<file path="src/common/lph_pkg.sv">
// Purpose: Constants, field layout and carriers of the lane pattern, filter and power-down bank.
// Assumes: Wishbone classic, 32-bit data, register index = byte address / 4.
package lph_pkg;
    localparam int unsigned LPH_LANES   = 4;
    localparam int unsigned LPH_REG_W   = 16;
    localparam int unsigned LPH_MAX_RES = 16;
    localparam int unsigned LPH_PRBS_W  = 23;

    // Register indices; byte address is four times the index
    localparam logic [7:0] LPH_IDX_PATFILT = 8'h15;
    localparam logic [7:0] LPH_IDX_PAT34   = 8'h17;
    localparam logic [7:0] LPH_IDX_PDN     = 8'h18;
    localparam logic [7:0] LPH_IDX_AUX     = 8'h1c;
    localparam logic [7:0] LPH_IDX_STATUS  = 8'h1d;

    localparam logic [15:0] LPH_RST_PATFILT = 16'h0000;
    localparam logic [15:0] LPH_RST_PAT34   = 16'h0000;
    localparam logic [15:0] LPH_RST_PDN     = 16'h0000;
    localparam logic [15:0] LPH_RST_AUX     = 16'h0000;

    // Field positions
    localparam int unsigned LPH_PRBS_MSB    = 15;
    localparam int unsigned LPH_L1_CODE_LSB = 9;
    localparam int unsigned LPH_L2_CODE_LSB = 6;
    localparam int unsigned LPH_ROUND_BIT   = 5;
    localparam int unsigned LPH_K_LSB       = 1;
    localparam int unsigned LPH_HPF_EN_BIT  = 0;
    localparam int unsigned LPH_L3_CODE_LSB = 5;
    localparam int unsigned LPH_L4_CODE_LSB = 2;
    localparam int unsigned LPH_PDN_DIG_LSB = 12;
    localparam int unsigned LPH_PDN_LN_LSB  = 8;
    localparam int unsigned LPH_PDN_ANA_LSB = 4;
    localparam int unsigned LPH_INV_LSB     = 0;
    localparam int unsigned LPH_INDSEL_BIT  = 0;

    localparam logic [3:0] LPH_K_MIN = 4'h2;
    localparam logic [3:0] LPH_K_MAX = 4'ha;
    localparam logic [LPH_PRBS_W-1:0] LPH_PRBS_SEED = 23'h7fffff;

    typedef enum logic [2:0] {
        LPH_PAT_NORMAL = 3'h0,
        LPH_PAT_SYNC   = 3'h1,
        LPH_PAT_ALT    = 3'h2,
        LPH_PAT_CUSTOM = 3'h3,
        LPH_PAT_ONES   = 3'h4,
        LPH_PAT_TOGGLE = 3'h5,
        LPH_PAT_ZEROS  = 3'h6,
        LPH_PAT_RAMP   = 3'h7
    } lph_pat_t;

    typedef struct packed {
        logic        cyc;
        logic        stb;
        logic        we;
        logic [7:0]  adr;
        logic [3:0]  sel;
        logic [31:0] dat;
    } lph_wb_req_t;

    typedef struct packed {
        logic                   valid;
        logic [LPH_MAX_RES-1:0] data;
    } lph_lane_t;
endpackage

</file>
<file path="src/design/lph_regs.sv">
// Purpose: Lane pattern, high-pass filter and power-down register bank with its data path.
// Assumes: Samples are signed, in the low RES bits, on clk_i with a valid pulse.
// Notes:   Lane n carries channel n; one wait state on every bus access.
`timescale 1ns/1ps
`default_nettype none
module lph_regs #(
    parameter int unsigned RES  = 14,
    parameter int unsigned FRAC = 8
) (
    input  wire logic                                          clk_i,
    input  wire logic                                          rst_i,
    input  wire lph_pkg::lph_wb_req_t                          wb_i,
    output logic                                               wb_ack_o,
    output logic [31:0]                                        wb_dat_o,
    input  wire logic                                          sample_valid_i,
    input  wire logic [lph_pkg::LPH_LANES-1:0][lph_pkg::LPH_MAX_RES-1:0] sample_i,
    input  wire logic [lph_pkg::LPH_MAX_RES-1:0]               custom_pattern_i,
    output lph_pkg::lph_lane_t [lph_pkg::LPH_LANES-1:0]        lane_o,
    output logic [lph_pkg::LPH_LANES-1:0]                      dig_pdn_o,
    output logic [lph_pkg::LPH_LANES-1:0]                      ana_pdn_o,
    output logic [lph_pkg::LPH_LANES-1:0]                      lane_pdn_o
);
    import lph_pkg::*;

    localparam int unsigned AW = RES + FRAC + 4;

    if (RES < 8 || RES > LPH_MAX_RES || FRAC < 1 || FRAC > 12) begin : g_bad_param
        $error("lph_regs: RES must be 8..16 and FRAC 1..12");
    end

    // Register state
    logic [15:0] patfilt_q;
    logic [15:0] pat34_q;
    logic [15:0] pdn_q;
    logic [15:0] aux_q;
    logic        ack_q;
    logic [31:0] rdat_q;

    // Data path state
    logic signed [AW-1:0]         xp_q [LPH_LANES];
    logic signed [AW-1:0]         yp_q [LPH_LANES];
    logic [LPH_PRBS_W-1:0]        prbs_q [LPH_LANES];
    logic [RES-1:0]               ramp_q [LPH_LANES];
    logic [LPH_LANES-1:0]         toggle_q;
    lph_lane_t [LPH_LANES-1:0]    lane_q;

    function automatic logic [15:0] merge_bytes(input logic [15:0] old_v,
                                                input logic [31:0] new_v,
                                                input logic [3:0]  sel);
        logic [15:0] r;
        r = old_v;
        if (sel[0]) begin
            r[7:0] = new_v[7:0];
        end
        if (sel[1]) begin
            r[15:8] = new_v[15:8];
        end
        return r;
    endfunction

    function automatic logic signed [AW-1:0] widen(input logic [LPH_MAX_RES-1:0] x);
        logic signed [AW-1:0] r;
        r = AW'(signed'(x[RES-1:0]));
        return r <<< FRAC;
    endfunction

    function automatic logic [3:0] clamp_k(input logic [3:0] k);
        logic [3:0] r;
        r = k;
        if (k < LPH_K_MIN) begin
            r = LPH_K_MIN;
        end else if (k > LPH_K_MAX) begin
            r = LPH_K_MAX;
        end
        return r;
    endfunction

    // Scale by 2^k/(2^k+1) as 1 - 2^-k + 2^-2k
    function automatic logic signed [AW-1:0] hpf_step(input logic signed [AW-1:0] x,
                                                     input logic signed [AW-1:0] xp,
                                                     input logic signed [AW-1:0] yp,
                                                     input logic [3:0]           k);
        logic signed [AW-1:0] s;
        logic [4:0]           k2;
        s  = x - xp + yp;
        k2 = {k, 1'b0};
        return s - (s >>> k) + (s >>> k2);
    endfunction

    function automatic logic [RES-1:0] reduce(input logic signed [AW-1:0] y,
                                              input logic                 round_en);
        logic signed [AW-1:0] t;
        logic signed [AW-1:0] maxp;
        logic signed [AW-1:0] minn;
        maxp = AW'((64'sd1 <<< (RES - 1)) - 64'sd1);
        minn = -maxp - AW'(1);
        t = y;
        if (round_en) begin
            t = y + (AW'(1) <<< (FRAC - 1));
        end
        t = t >>> FRAC;
        if (t > maxp) begin
            t = maxp;
        end else if (t < minn) begin
            t = minn;
        end
        return t[RES-1:0];
    endfunction

    function automatic logic [LPH_PRBS_W-1:0] prbs_adv(input logic [LPH_PRBS_W-1:0] s);
        logic [LPH_PRBS_W-1:0] r;
        r = s;
        for (int i = 0; i < RES; i++) begin
            r = {r[LPH_PRBS_W-2:0], r[22] ^ r[17]};
        end
        return r;
    endfunction

    function automatic logic [RES-1:0] pat_word(input lph_pat_t       code,
                                                input logic [RES-1:0] normal,
                                                input logic [RES-1:0] custom,
                                                input logic           tog,
                                                input logic [RES-1:0] ramp);
        logic [RES-1:0] alt;
        logic [RES-1:0] r;
        for (int i = 0; i < RES; i++) begin
            alt[i] = i[0];
        end
        case (code)
            LPH_PAT_NORMAL: r = normal;
            LPH_PAT_SYNC:   r = {RES{1'b1}} << (RES / 2);
            LPH_PAT_ALT:    r = alt;
            LPH_PAT_CUSTOM: r = custom;
            LPH_PAT_ONES:   r = {RES{1'b1}};
            LPH_PAT_TOGGLE: r = tog ? ~alt : alt;
            LPH_PAT_ZEROS:  r = '0;
            LPH_PAT_RAMP:   r = ramp;
            default:        r = normal;
        endcase
        return r;
    endfunction

    // Decoded controls
    logic                 ind_sel;
    logic                 hpf_en;
    logic                 round_en;
    logic [3:0]           k_eff;
    logic [LPH_LANES-1:0] prbs_en;
    logic [LPH_LANES-1:0] inv_en;
    lph_pat_t             code [LPH_LANES];
    logic [15:0]          status;

    always_comb begin
        ind_sel  = aux_q[LPH_INDSEL_BIT];
        hpf_en   = patfilt_q[LPH_HPF_EN_BIT];
        round_en = patfilt_q[LPH_ROUND_BIT];
        k_eff    = clamp_k(patfilt_q[LPH_K_LSB +: 4]);
        inv_en   = pdn_q[LPH_INV_LSB +: LPH_LANES];
        for (int l = 0; l < LPH_LANES; l++) begin
            prbs_en[l] = ind_sel & patfilt_q[LPH_PRBS_MSB - l];
        end
        code[0] = LPH_PAT_NORMAL;
        code[1] = LPH_PAT_NORMAL;
        code[2] = LPH_PAT_NORMAL;
        code[3] = LPH_PAT_NORMAL;
        if (ind_sel) begin
            code[0] = lph_pat_t'(patfilt_q[LPH_L1_CODE_LSB +: 3]);
            code[1] = lph_pat_t'(patfilt_q[LPH_L2_CODE_LSB +: 3]);
            code[2] = lph_pat_t'(pat34_q[LPH_L3_CODE_LSB +: 3]);
            code[3] = lph_pat_t'(pat34_q[LPH_L4_CODE_LSB +: 3]);
        end
        for (int l = 0; l < LPH_LANES; l++) begin
            status[4*l +: 4] = {prbs_en[l], code[l]};
        end
    end

    // Wishbone classic slave
    logic        req;
    logic [7:0]  idx;

    always_comb begin
        req = wb_i.cyc & wb_i.stb;
        idx = {2'b00, wb_i.adr[7:2]};
    end

    always_ff @(posedge clk_i) begin
        if (rst_i) begin
            ack_q <= 1'b0;
        end else begin
            ack_q <= req & ~ack_q;
        end
    end

    always_ff @(posedge clk_i) begin
        if (rst_i) begin
            rdat_q <= 32'h0000_0000;
        end else if (req & ~ack_q) begin
            case (idx)
                LPH_IDX_PATFILT: rdat_q <= {16'h0000, patfilt_q};
                LPH_IDX_PAT34:   rdat_q <= {16'h0000, pat34_q};
                LPH_IDX_PDN:     rdat_q <= {16'h0000, pdn_q};
                LPH_IDX_AUX:     rdat_q <= {16'h0000, aux_q};
                LPH_IDX_STATUS:  rdat_q <= {16'h0000, status};
                default:         rdat_q <= 32'h0000_0000;
            endcase
        end
    end

    // Writes commit on the edge where the master samples ack
    always_ff @(posedge clk_i) begin
        if (rst_i) begin
            patfilt_q <= LPH_RST_PATFILT;
            pat34_q   <= LPH_RST_PAT34;
            pdn_q     <= LPH_RST_PDN;
            aux_q     <= LPH_RST_AUX;
        end else if (req & wb_i.we & ack_q) begin
            case (idx)
                LPH_IDX_PATFILT: patfilt_q <= merge_bytes(patfilt_q, wb_i.dat, wb_i.sel);
                LPH_IDX_PAT34:   pat34_q   <= merge_bytes(pat34_q, wb_i.dat, wb_i.sel);
                LPH_IDX_PDN:     pdn_q     <= merge_bytes(pdn_q, wb_i.dat, wb_i.sel);
                LPH_IDX_AUX:     aux_q     <= merge_bytes(aux_q, wb_i.dat, wb_i.sel);
                default:         aux_q     <= aux_q;
            endcase
        end
    end

    // Filter and pattern path
    logic signed [AW-1:0] x_w [LPH_LANES];
    logic signed [AW-1:0] y_w [LPH_LANES];
    logic [RES-1:0]       norm_w [LPH_LANES];
    logic [RES-1:0]       word_w [LPH_LANES];
    logic [LPH_PRBS_W-1:0] prbs_w [LPH_LANES];

    always_comb begin
        for (int l = 0; l < LPH_LANES; l++) begin
            x_w[l]    = widen(sample_i[l]);
            y_w[l]    = hpf_step(x_w[l], xp_q[l], yp_q[l], k_eff);
            norm_w[l] = hpf_en ? reduce(y_w[l], round_en)
                               : sample_i[l][RES-1:0];
            prbs_w[l] = prbs_adv(prbs_q[l]);
            word_w[l] = prbs_en[l] ? prbs_w[l][RES-1:0]
                      : pat_word(code[l], norm_w[l],
                                 custom_pattern_i[RES-1:0], toggle_q[l], ramp_q[l]);
            if (inv_en[l]) begin
                word_w[l] = ~word_w[l];
            end
        end
    end

    always_ff @(posedge clk_i) begin
        if (rst_i) begin
            for (int l = 0; l < LPH_LANES; l++) begin
                xp_q[l] <= '0;
                yp_q[l] <= '0;
            end
        end else if (sample_valid_i) begin
            for (int l = 0; l < LPH_LANES; l++) begin
                // Filter state frozen while bypassed or digitally powered down
                if (hpf_en && !pdn_q[LPH_PDN_DIG_LSB + l]) begin
                    xp_q[l] <= x_w[l];
                    yp_q[l] <= y_w[l];
                end
            end
        end
    end

    always_ff @(posedge clk_i) begin
        if (rst_i) begin
            toggle_q <= '0;
            for (int l = 0; l < LPH_LANES; l++) begin
                prbs_q[l] <= LPH_PRBS_SEED;
                ramp_q[l] <= '0;
            end
        end else if (sample_valid_i) begin
            for (int l = 0; l < LPH_LANES; l++) begin
                if (!pdn_q[LPH_PDN_LN_LSB + l]) begin
                    toggle_q[l] <= ~toggle_q[l];
                    ramp_q[l]   <= ramp_q[l] + RES'(1);
                    if (prbs_en[l]) begin
                        prbs_q[l] <= prbs_w[l];
                    end
                end
            end
        end
    end

    always_ff @(posedge clk_i) begin
        if (rst_i) begin
            lane_q <= '0;
        end else begin
            for (int l = 0; l < LPH_LANES; l++) begin
                if (pdn_q[LPH_PDN_LN_LSB + l]) begin
                    lane_q[l] <= '0;
                end else if (pdn_q[LPH_PDN_DIG_LSB + l]) begin
                    lane_q[l].valid <= 1'b0;
                end else begin
                    lane_q[l].valid <= sample_valid_i;
                    if (sample_valid_i) begin
                        lane_q[l].data <= LPH_MAX_RES'(word_w[l]);
                    end
                end
            end
        end
    end

    always_comb begin
        wb_ack_o   = ack_q;
        wb_dat_o   = rdat_q;
        lane_o     = lane_q;
        dig_pdn_o  = pdn_q[LPH_PDN_DIG_LSB +: LPH_LANES];
        ana_pdn_o  = pdn_q[LPH_PDN_ANA_LSB +: LPH_LANES];
        lane_pdn_o = pdn_q[LPH_PDN_LN_LSB +: LPH_LANES];
    end
endmodule
`default_nettype wire

</file>
<file path="config.mk">
export PLATFORM = sky130hd
export DESIGN_NAME = lph_regs
export DESIGN_NICKNAME = d
export VERILOG_FILES = /design/src/common/lph_pkg.sv /design/src/design/lph_regs.sv
export SDC_FILE = /design/constraint.sdc
export NUM_CORES = 2
export LEC_CHECK = 0
export ABC_AREA = 1
export BUFFER_PORTS_ARGS = -buffer_cell sky130_fd_sc_hd__buf_4
export CAP_MARGIN = 0
export CORE_ASPECT_RATIO = 2
export CORE_MARGIN = 5
export CORE_UTILIZATION = 65
export CTS_BUF_LIST = sky130_fd_sc_hd__clkbuf_8
export DETAILED_ROUTE_END_ITERATION = 8
export PLACE_DENSITY = 0.88
export SETUP_SLACK_MARGIN = 0.5
export SYNTH_ARGS = -nofsm -noshare
export SYNTH_HDL_FRONTEND = slang
export SYNTH_SLANG_ARGS = --single-unit
</file>
<file path="constraint.sdc">
create_clock -name clk_i -period 23.8 [get_ports clk_i]
set_input_delay 5.95 -clock clk_i [delete_from_list [all_inputs] [get_ports clk_i]]
set_output_delay 5.95 -clock clk_i [all_outputs]
set_load 0.02 [all_outputs]
</file>
Word level (Yosys, flattened, before mapping)
Memory sizes are Yosys's and may differ from the RTL's. Index checks and enable logic that the tools add are counted. Widths: inputs -> output; s select.

Add/subtract/negate cells: 24. $lt $le $gt $ge: 10. Equality and inequality tests: 33. Shift-type cells: 8. Multiplexer cells: 106. Bitwise operators: 97. Reduce and logical (&&, ||, !) cells: 36.

Operator list (number): $pmux 14 s8 (4); $mux 14 (28); $add 26x26->26 (8); $mux 26 (8); $add 26x9->26 const B (4); $sshr 26x4->26 (4); $sshr 26x5->26 (4); $sub 22x26->26 (4); $sub 26x26->26 (4); $mux 23 (4); $pmux 16 s5 (1); $gt 18x14->1 const B (4); $lt 18x14->1 const B (4); $mux 18 (4); $add 14x1->14 const B (4); $not 14->14 (4); $xor 1x1->1 (56); $mux 1 (54); $eq 3x3->1 const B (16); $eq 6x5->1 const B (5); $eq 3x2->1 const B (8); $reduce_and 3->1 (8); $or 1x1->1 (16); $reduce_and 2->1 (8); other kinds (12) (50).

Register bits: 161. Bits in writable memories: 324. Bits of input ports: 130. Word-level logic and storage cells: 340. Memories kept: 4.

Memories: yp_q (depth 4, width 26, rd ports 4, clocked after memory_dff 0, write ports 4, RTL line lph_regs.sv:41) `logic signed [AW-1:0] yp_q [LPH_LANES];`; prbs_q (depth 4, width 23, rd ports 4, clocked after memory_dff 0, write ports 4, RTL line lph_regs.sv:42) `logic [LPH_PRBS_W-1:0] prbs_q [LPH_LANES];`; xp_q (depth 4, width 18, rd ports 4, clocked after memory_dff 0, write ports 4, RTL line lph_regs.sv:40) `logic signed [AW-1:0] xp_q [LPH_LANES];`; ramp_q (depth 4, width 14, rd ports 4, clocked after memory_dff 0, write ports 4, RTL line lph_regs.sv:43) `logic [RES-1:0] ramp_q [LPH_LANES];`.

Depth between registers and ports, before layout
Depth in word-level cells: 16. Depth in mapped cells: 58.

Worst setup path after synthesis
OpenSTA, ideal clock, no wires.

Path kind: input port to flip-flop. Start point: in sample_i[32] (netlist bit). End point: reg lane_q, in the netlist lane_o[46]. Data arrival time: 12094 ps. Required time: 23683 ps. Setup slack: 11589 ps. Stages: 51. Path through: inv_1 > fa_1 > inv_1 > ha_1 > nand2_1 > inv_1 > a21oi_1 > nand2_1 > a21oi_1 > inv_1 > a21oi_1 > o21bai_1 > a21oi_1 > o21ai_0 > xor2_1 > nand2_1 > nand2_1 > o21ai_0 > (+15 left out) > nand3_1 > nor2_2 > nand2_1 > nand2_1 > nand2_1 > nor2_1 > nand2_1 > nand2_2 > buf_4 > nand2_1 > nand2_1 > nand2_1 > nand2_1 > nand2_1 > nand3_1 > nand2_1 > nor2_1 > nor2_1.

RTL lines: start: declaration (RTL line lph_regs.sv:16) `input wire logic [lph_pkg::LPH_LANES-1:0][lph_pkg::LPH_MAX_RES-1:0] sample_i,`; end: declaration (RTL line lph_regs.sv:45) `lph_lane_t [LPH_LANES-1:0] lane_q;`.

==> run_results.csv <==
group,metric,value,unit
run_status,status,"complete, but fails checks",
run_status,violations,"design-rule violations, max-capacitance violations",
drt,routed_via_density,6.050,
yosys,synth_top_family_by_area,"simple AND/OR/NAND/NOR gates",
cts,path_clk_slew,0.07,ns
critical_path,crit_type,"in -> reg",
layout,area_growth,6.911,%
yosys,synth_area_leader_cell,"edfxtp_1",
global_route,grtUsageMet3,11.51,%
sta,fin_tns_setup,0,ns
critical_path,path_max_fanout,13,
yosys,async_reset_ff_share,0,%
sta,holdWs,0.4561,ns
sta,fmax,0.06878,GHz
sta,finalSetupViolCount,0,
die,fp.dieArea,0.07782,sq mm
min_path,hold_path.class,"reg -> reg",
yosys,ys_types,64,
drt,dr.pass1.iters,9,
critical_path,startpoint_type,"primary input",
layout,layout.nets,7771,
global_route,grt_max_degree,87,
yosys,syn-cell-area,0.04682,sq mm
global_route,grt_overflow_total,0,
yosys,synth_ff_type,"edfxtp_1",
global_route,first_global_vias,48800,
sta,final_max_slew_viol_count,0,
critical_path,rr_startpoint,"patfilt_q[4]",
yosys,ys_seq_area_share,25.95,%
placement,hpwl,141300,um
yosys,synth_top_cell_area_share,19.75,%
critical_path,r2r_cells,43,
sta,hold_viol,0,
flow_run,max_cap_violations,1,
layout,drive_above_1_share,6.434,%
yosys,muxShareOfSynthArea,0,%
global_route,antenna_found_initial,1,
cts,cts_tree,"yes",
yosys,synth-simple-area-share,30.49,%
yosys,synthTopCellsByArea,"edfxtp_1 (20%), nand2_1 (16%), inv_1 (10%)",
min_path,whs_path_depth,2,
yosys,syn_inst,7199,
min_path,worstHoldEndpoint,"aux_q[5]",
sta,final.min_clock_period,14.54,ns
cts,cts-buffers-inserted,67,
critical_path,cpPeakStageDelay,0.60,ns
placement,io_buffers,188,
placement,place.gp.congestion,1.072,
pwr,p_leak,25.21,nW
sta,fin_crit_sh,61.08,%
cts,cts-root-to-sink-buffers,3,
drt,wl_per_cell,21.75,um
sta,clock_skew,0.08779,ns
die,num_io_pins,243,
sta,rsz0062_at_grt,"false",
die,die_w,199.8,um
cts,cts-root-buf,"clkbuf_8",
die,fp.dieH,389.6,um
drt,drt_iter0_markers,4900,
yosys,synth-compound-area-share,14.00,%
yosys,yosys.area_share.xor_xnor,3.907,%
yosys,ys_ff_latch,453,
critical_path,arrival,15.18,ns
cts,cts_resized,0,
cts,clk_latency,0.80,ns
sta,maxSlewHeadroom,1.454,%
critical_path,r2r_end,"lane_o[18]",
min_path,hp-start,"aux_q[5]",
global_route,grt_pass1_wl,267900,um
cts,h-tree-depth,3,
drt,wl,179100,um
drt,drc_errors,1,
cts,cts_setup_buffers,0,
yosys,synth_edf_count,308,
yosys,syn_area_per_cell,6.504,sq um
yosys,ys_warn_count,0,
global_route,top_usage_layer,"met2",
critical_path,slowest_stage,"o21ai_0",
cts,hold_buffers,0,
critical_path,end_kind,"flip-flop",
yosys,synth_fa_ha_area_share,12.68,%
yosys,synth.most_common_cell,"nand2_1",
pwr,irDropWorstVdd,0.0001985,V
pwr,power_density,151.7,mW/mm^2
sta,max_slew.worst_pin.slew,1.474,ns
global_route,met2_usage,75.76,%
critical_path,ff2ff_setup_slack,13.76,ns
global_route,grt_util_all_layers,44.97,%
drt,vias,49834,
global_route,use_met1,41.12,%
die,coreArea,0.07165,sq mm
yosys,synth_common_cells,"nand2_1 (2,036), inv_1 (1,292), nor2_1 (696)",
drt,ant_nets,0,
die,start_util,65.34,%
cts,clock_sinks,453,
critical_path,cpMostUsedCell,"nand2_1",
die,rows,139,
critical_path,crit_required,24.44,ns
-- cells by family after synthesis --
family / after synthesis
AOI/OAI and AO/OA: 1129
xor gates and xnor gates: 208
adders and majority gates: 376
buffers and inverters: 1563
DFF: 453
other: 1
and+or+nand+nor: 3469
-- cell type report --
cell class	instances	area [sq um]
clock inverters	52	370.4
repair buffers	227	1704
fillers	6121	21600
inverters	1310	4920
clock buffers	72	991.0
diodes	1	2.502
multi-input cells	5206	28770
well taps	916	1146
flip-flops and latches	453	12150
-- stage by stage --
stage,util (%),setup slack (ns),cells,area [sq um],total power [mW]
floorplan,-,11.59,7222,46910,4.973
global placement,67.95,9.170,8112,48690,6.591
detailed placement,67.95,8.973,8112,48690,6.672
CTS,69.85,9.697,8236,50050,7.379
global route,69.86,8.761,8237,50060,8.200
finish,69.86,9.262,8237,50060,7.594
-- critical path, delay by kind of cell --
| kind | cells | cell delay [ns] |
|---|---|---|
| and+or+nand+nor | 28 | 4.53 |
| adders and majority gates | 5 | 1.86 |
| AOI/OAI and AO/OA | 6 | 1.79 |
| buffers and inverters | 7 | 0.57 |
| xor gates and xnor gates | 1 | 0.43 |
-- sequential cells by signal (all words and copies together) (netlist names) --
name,flops
patfilt_q,16
pat34_q,16
yp_q,104
prbs_q,92
wb_ack_o,1
ramp_q,56
aux_q,16
xp_q,56
lane_o,60
pdn_q,16
toggle_q,4
wb_dat_o,16
-- where the power goes --
part / switching (mW) / internal (mW) / leakage (nW)
Clock: 0.355 / 0.329 / 0.784
Combinational: 4.32 / 1.70 / 20.3
Sequential: 0.0208 / 0.867 / 4.08
-- metal layers --
metal	share of wire, %	vias to the layer above
met5	0	-
met4	14	0
met3	8.8	1141
met2	47	2995
met1	30	22572
li1	-	23126
-- placed cells by master, fill, tap and decap left out, types with 7 or more instances in the layout --
| cell type | instances |
|---|---|
| nand2_1 | 2034 |
| inv_1 | 1315 |
| nor2_1 | 689 |
| nand3_1 | 479 |
| o21ai_0 | 385 |
| a21oi_1 | 380 |
| edfxtp_1 | 308 |
| buf_4 | 227 |
| ha_1 | 212 |
| fa_1 | 164 |
| dfxtp_1 | 143 |
| xor2_1 | 128 |
| xnor2_1 | 79 |
| clkbuf_8 | 72 |
| nand4_1 | 60 |
| nor3_1 | 56 |
| a31oi_1 | 55 |
| or2_2 | 53 |
| o22ai_1 | 50 |
| a221oi_1 | 47 |
| o211ai_1 | 38 |
| o221ai_1 | 29 |
| o21bai_1 | 25 |
| nor2_2 | 25 |
| conb_1 | 24 |
| a211oi_1 | 18 |
| o21ai_1 | 17 |
| nand2_2 | 17 |
| a21o_1 | 16 |
| a2111oi_0 | 16 |
| clkinv_1 | 14 |
| inv_2 | 11 |
| nand3b_1 | 10 |
| nor3b_1 | 10 |
| o21ai_2 | 9 |
| nor2_4 | 8 |
| nor4_1 | 7 |
| nand3_2 | 7 |
| clkinv_2 | 7 |
-- worst max-delay path by stage --
stage                            end         start  slack, ns  cells after the start
after floorplan           lane_o[46]  sample_i[32]      11.59                     51
after global placement    lane_o[12]   sample_i[0]       9.17                     45
after detailed placement  lane_o[12]   sample_i[0]       8.97                     45
after CTS                 lane_o[12]   sample_i[0]       9.70                     45
after global routing      lane_o[10]   sample_i[0]       8.76                     47
final                     lane_o[10]   sample_i[0]       9.26                     47
Power figures use the tool's default switching activity.
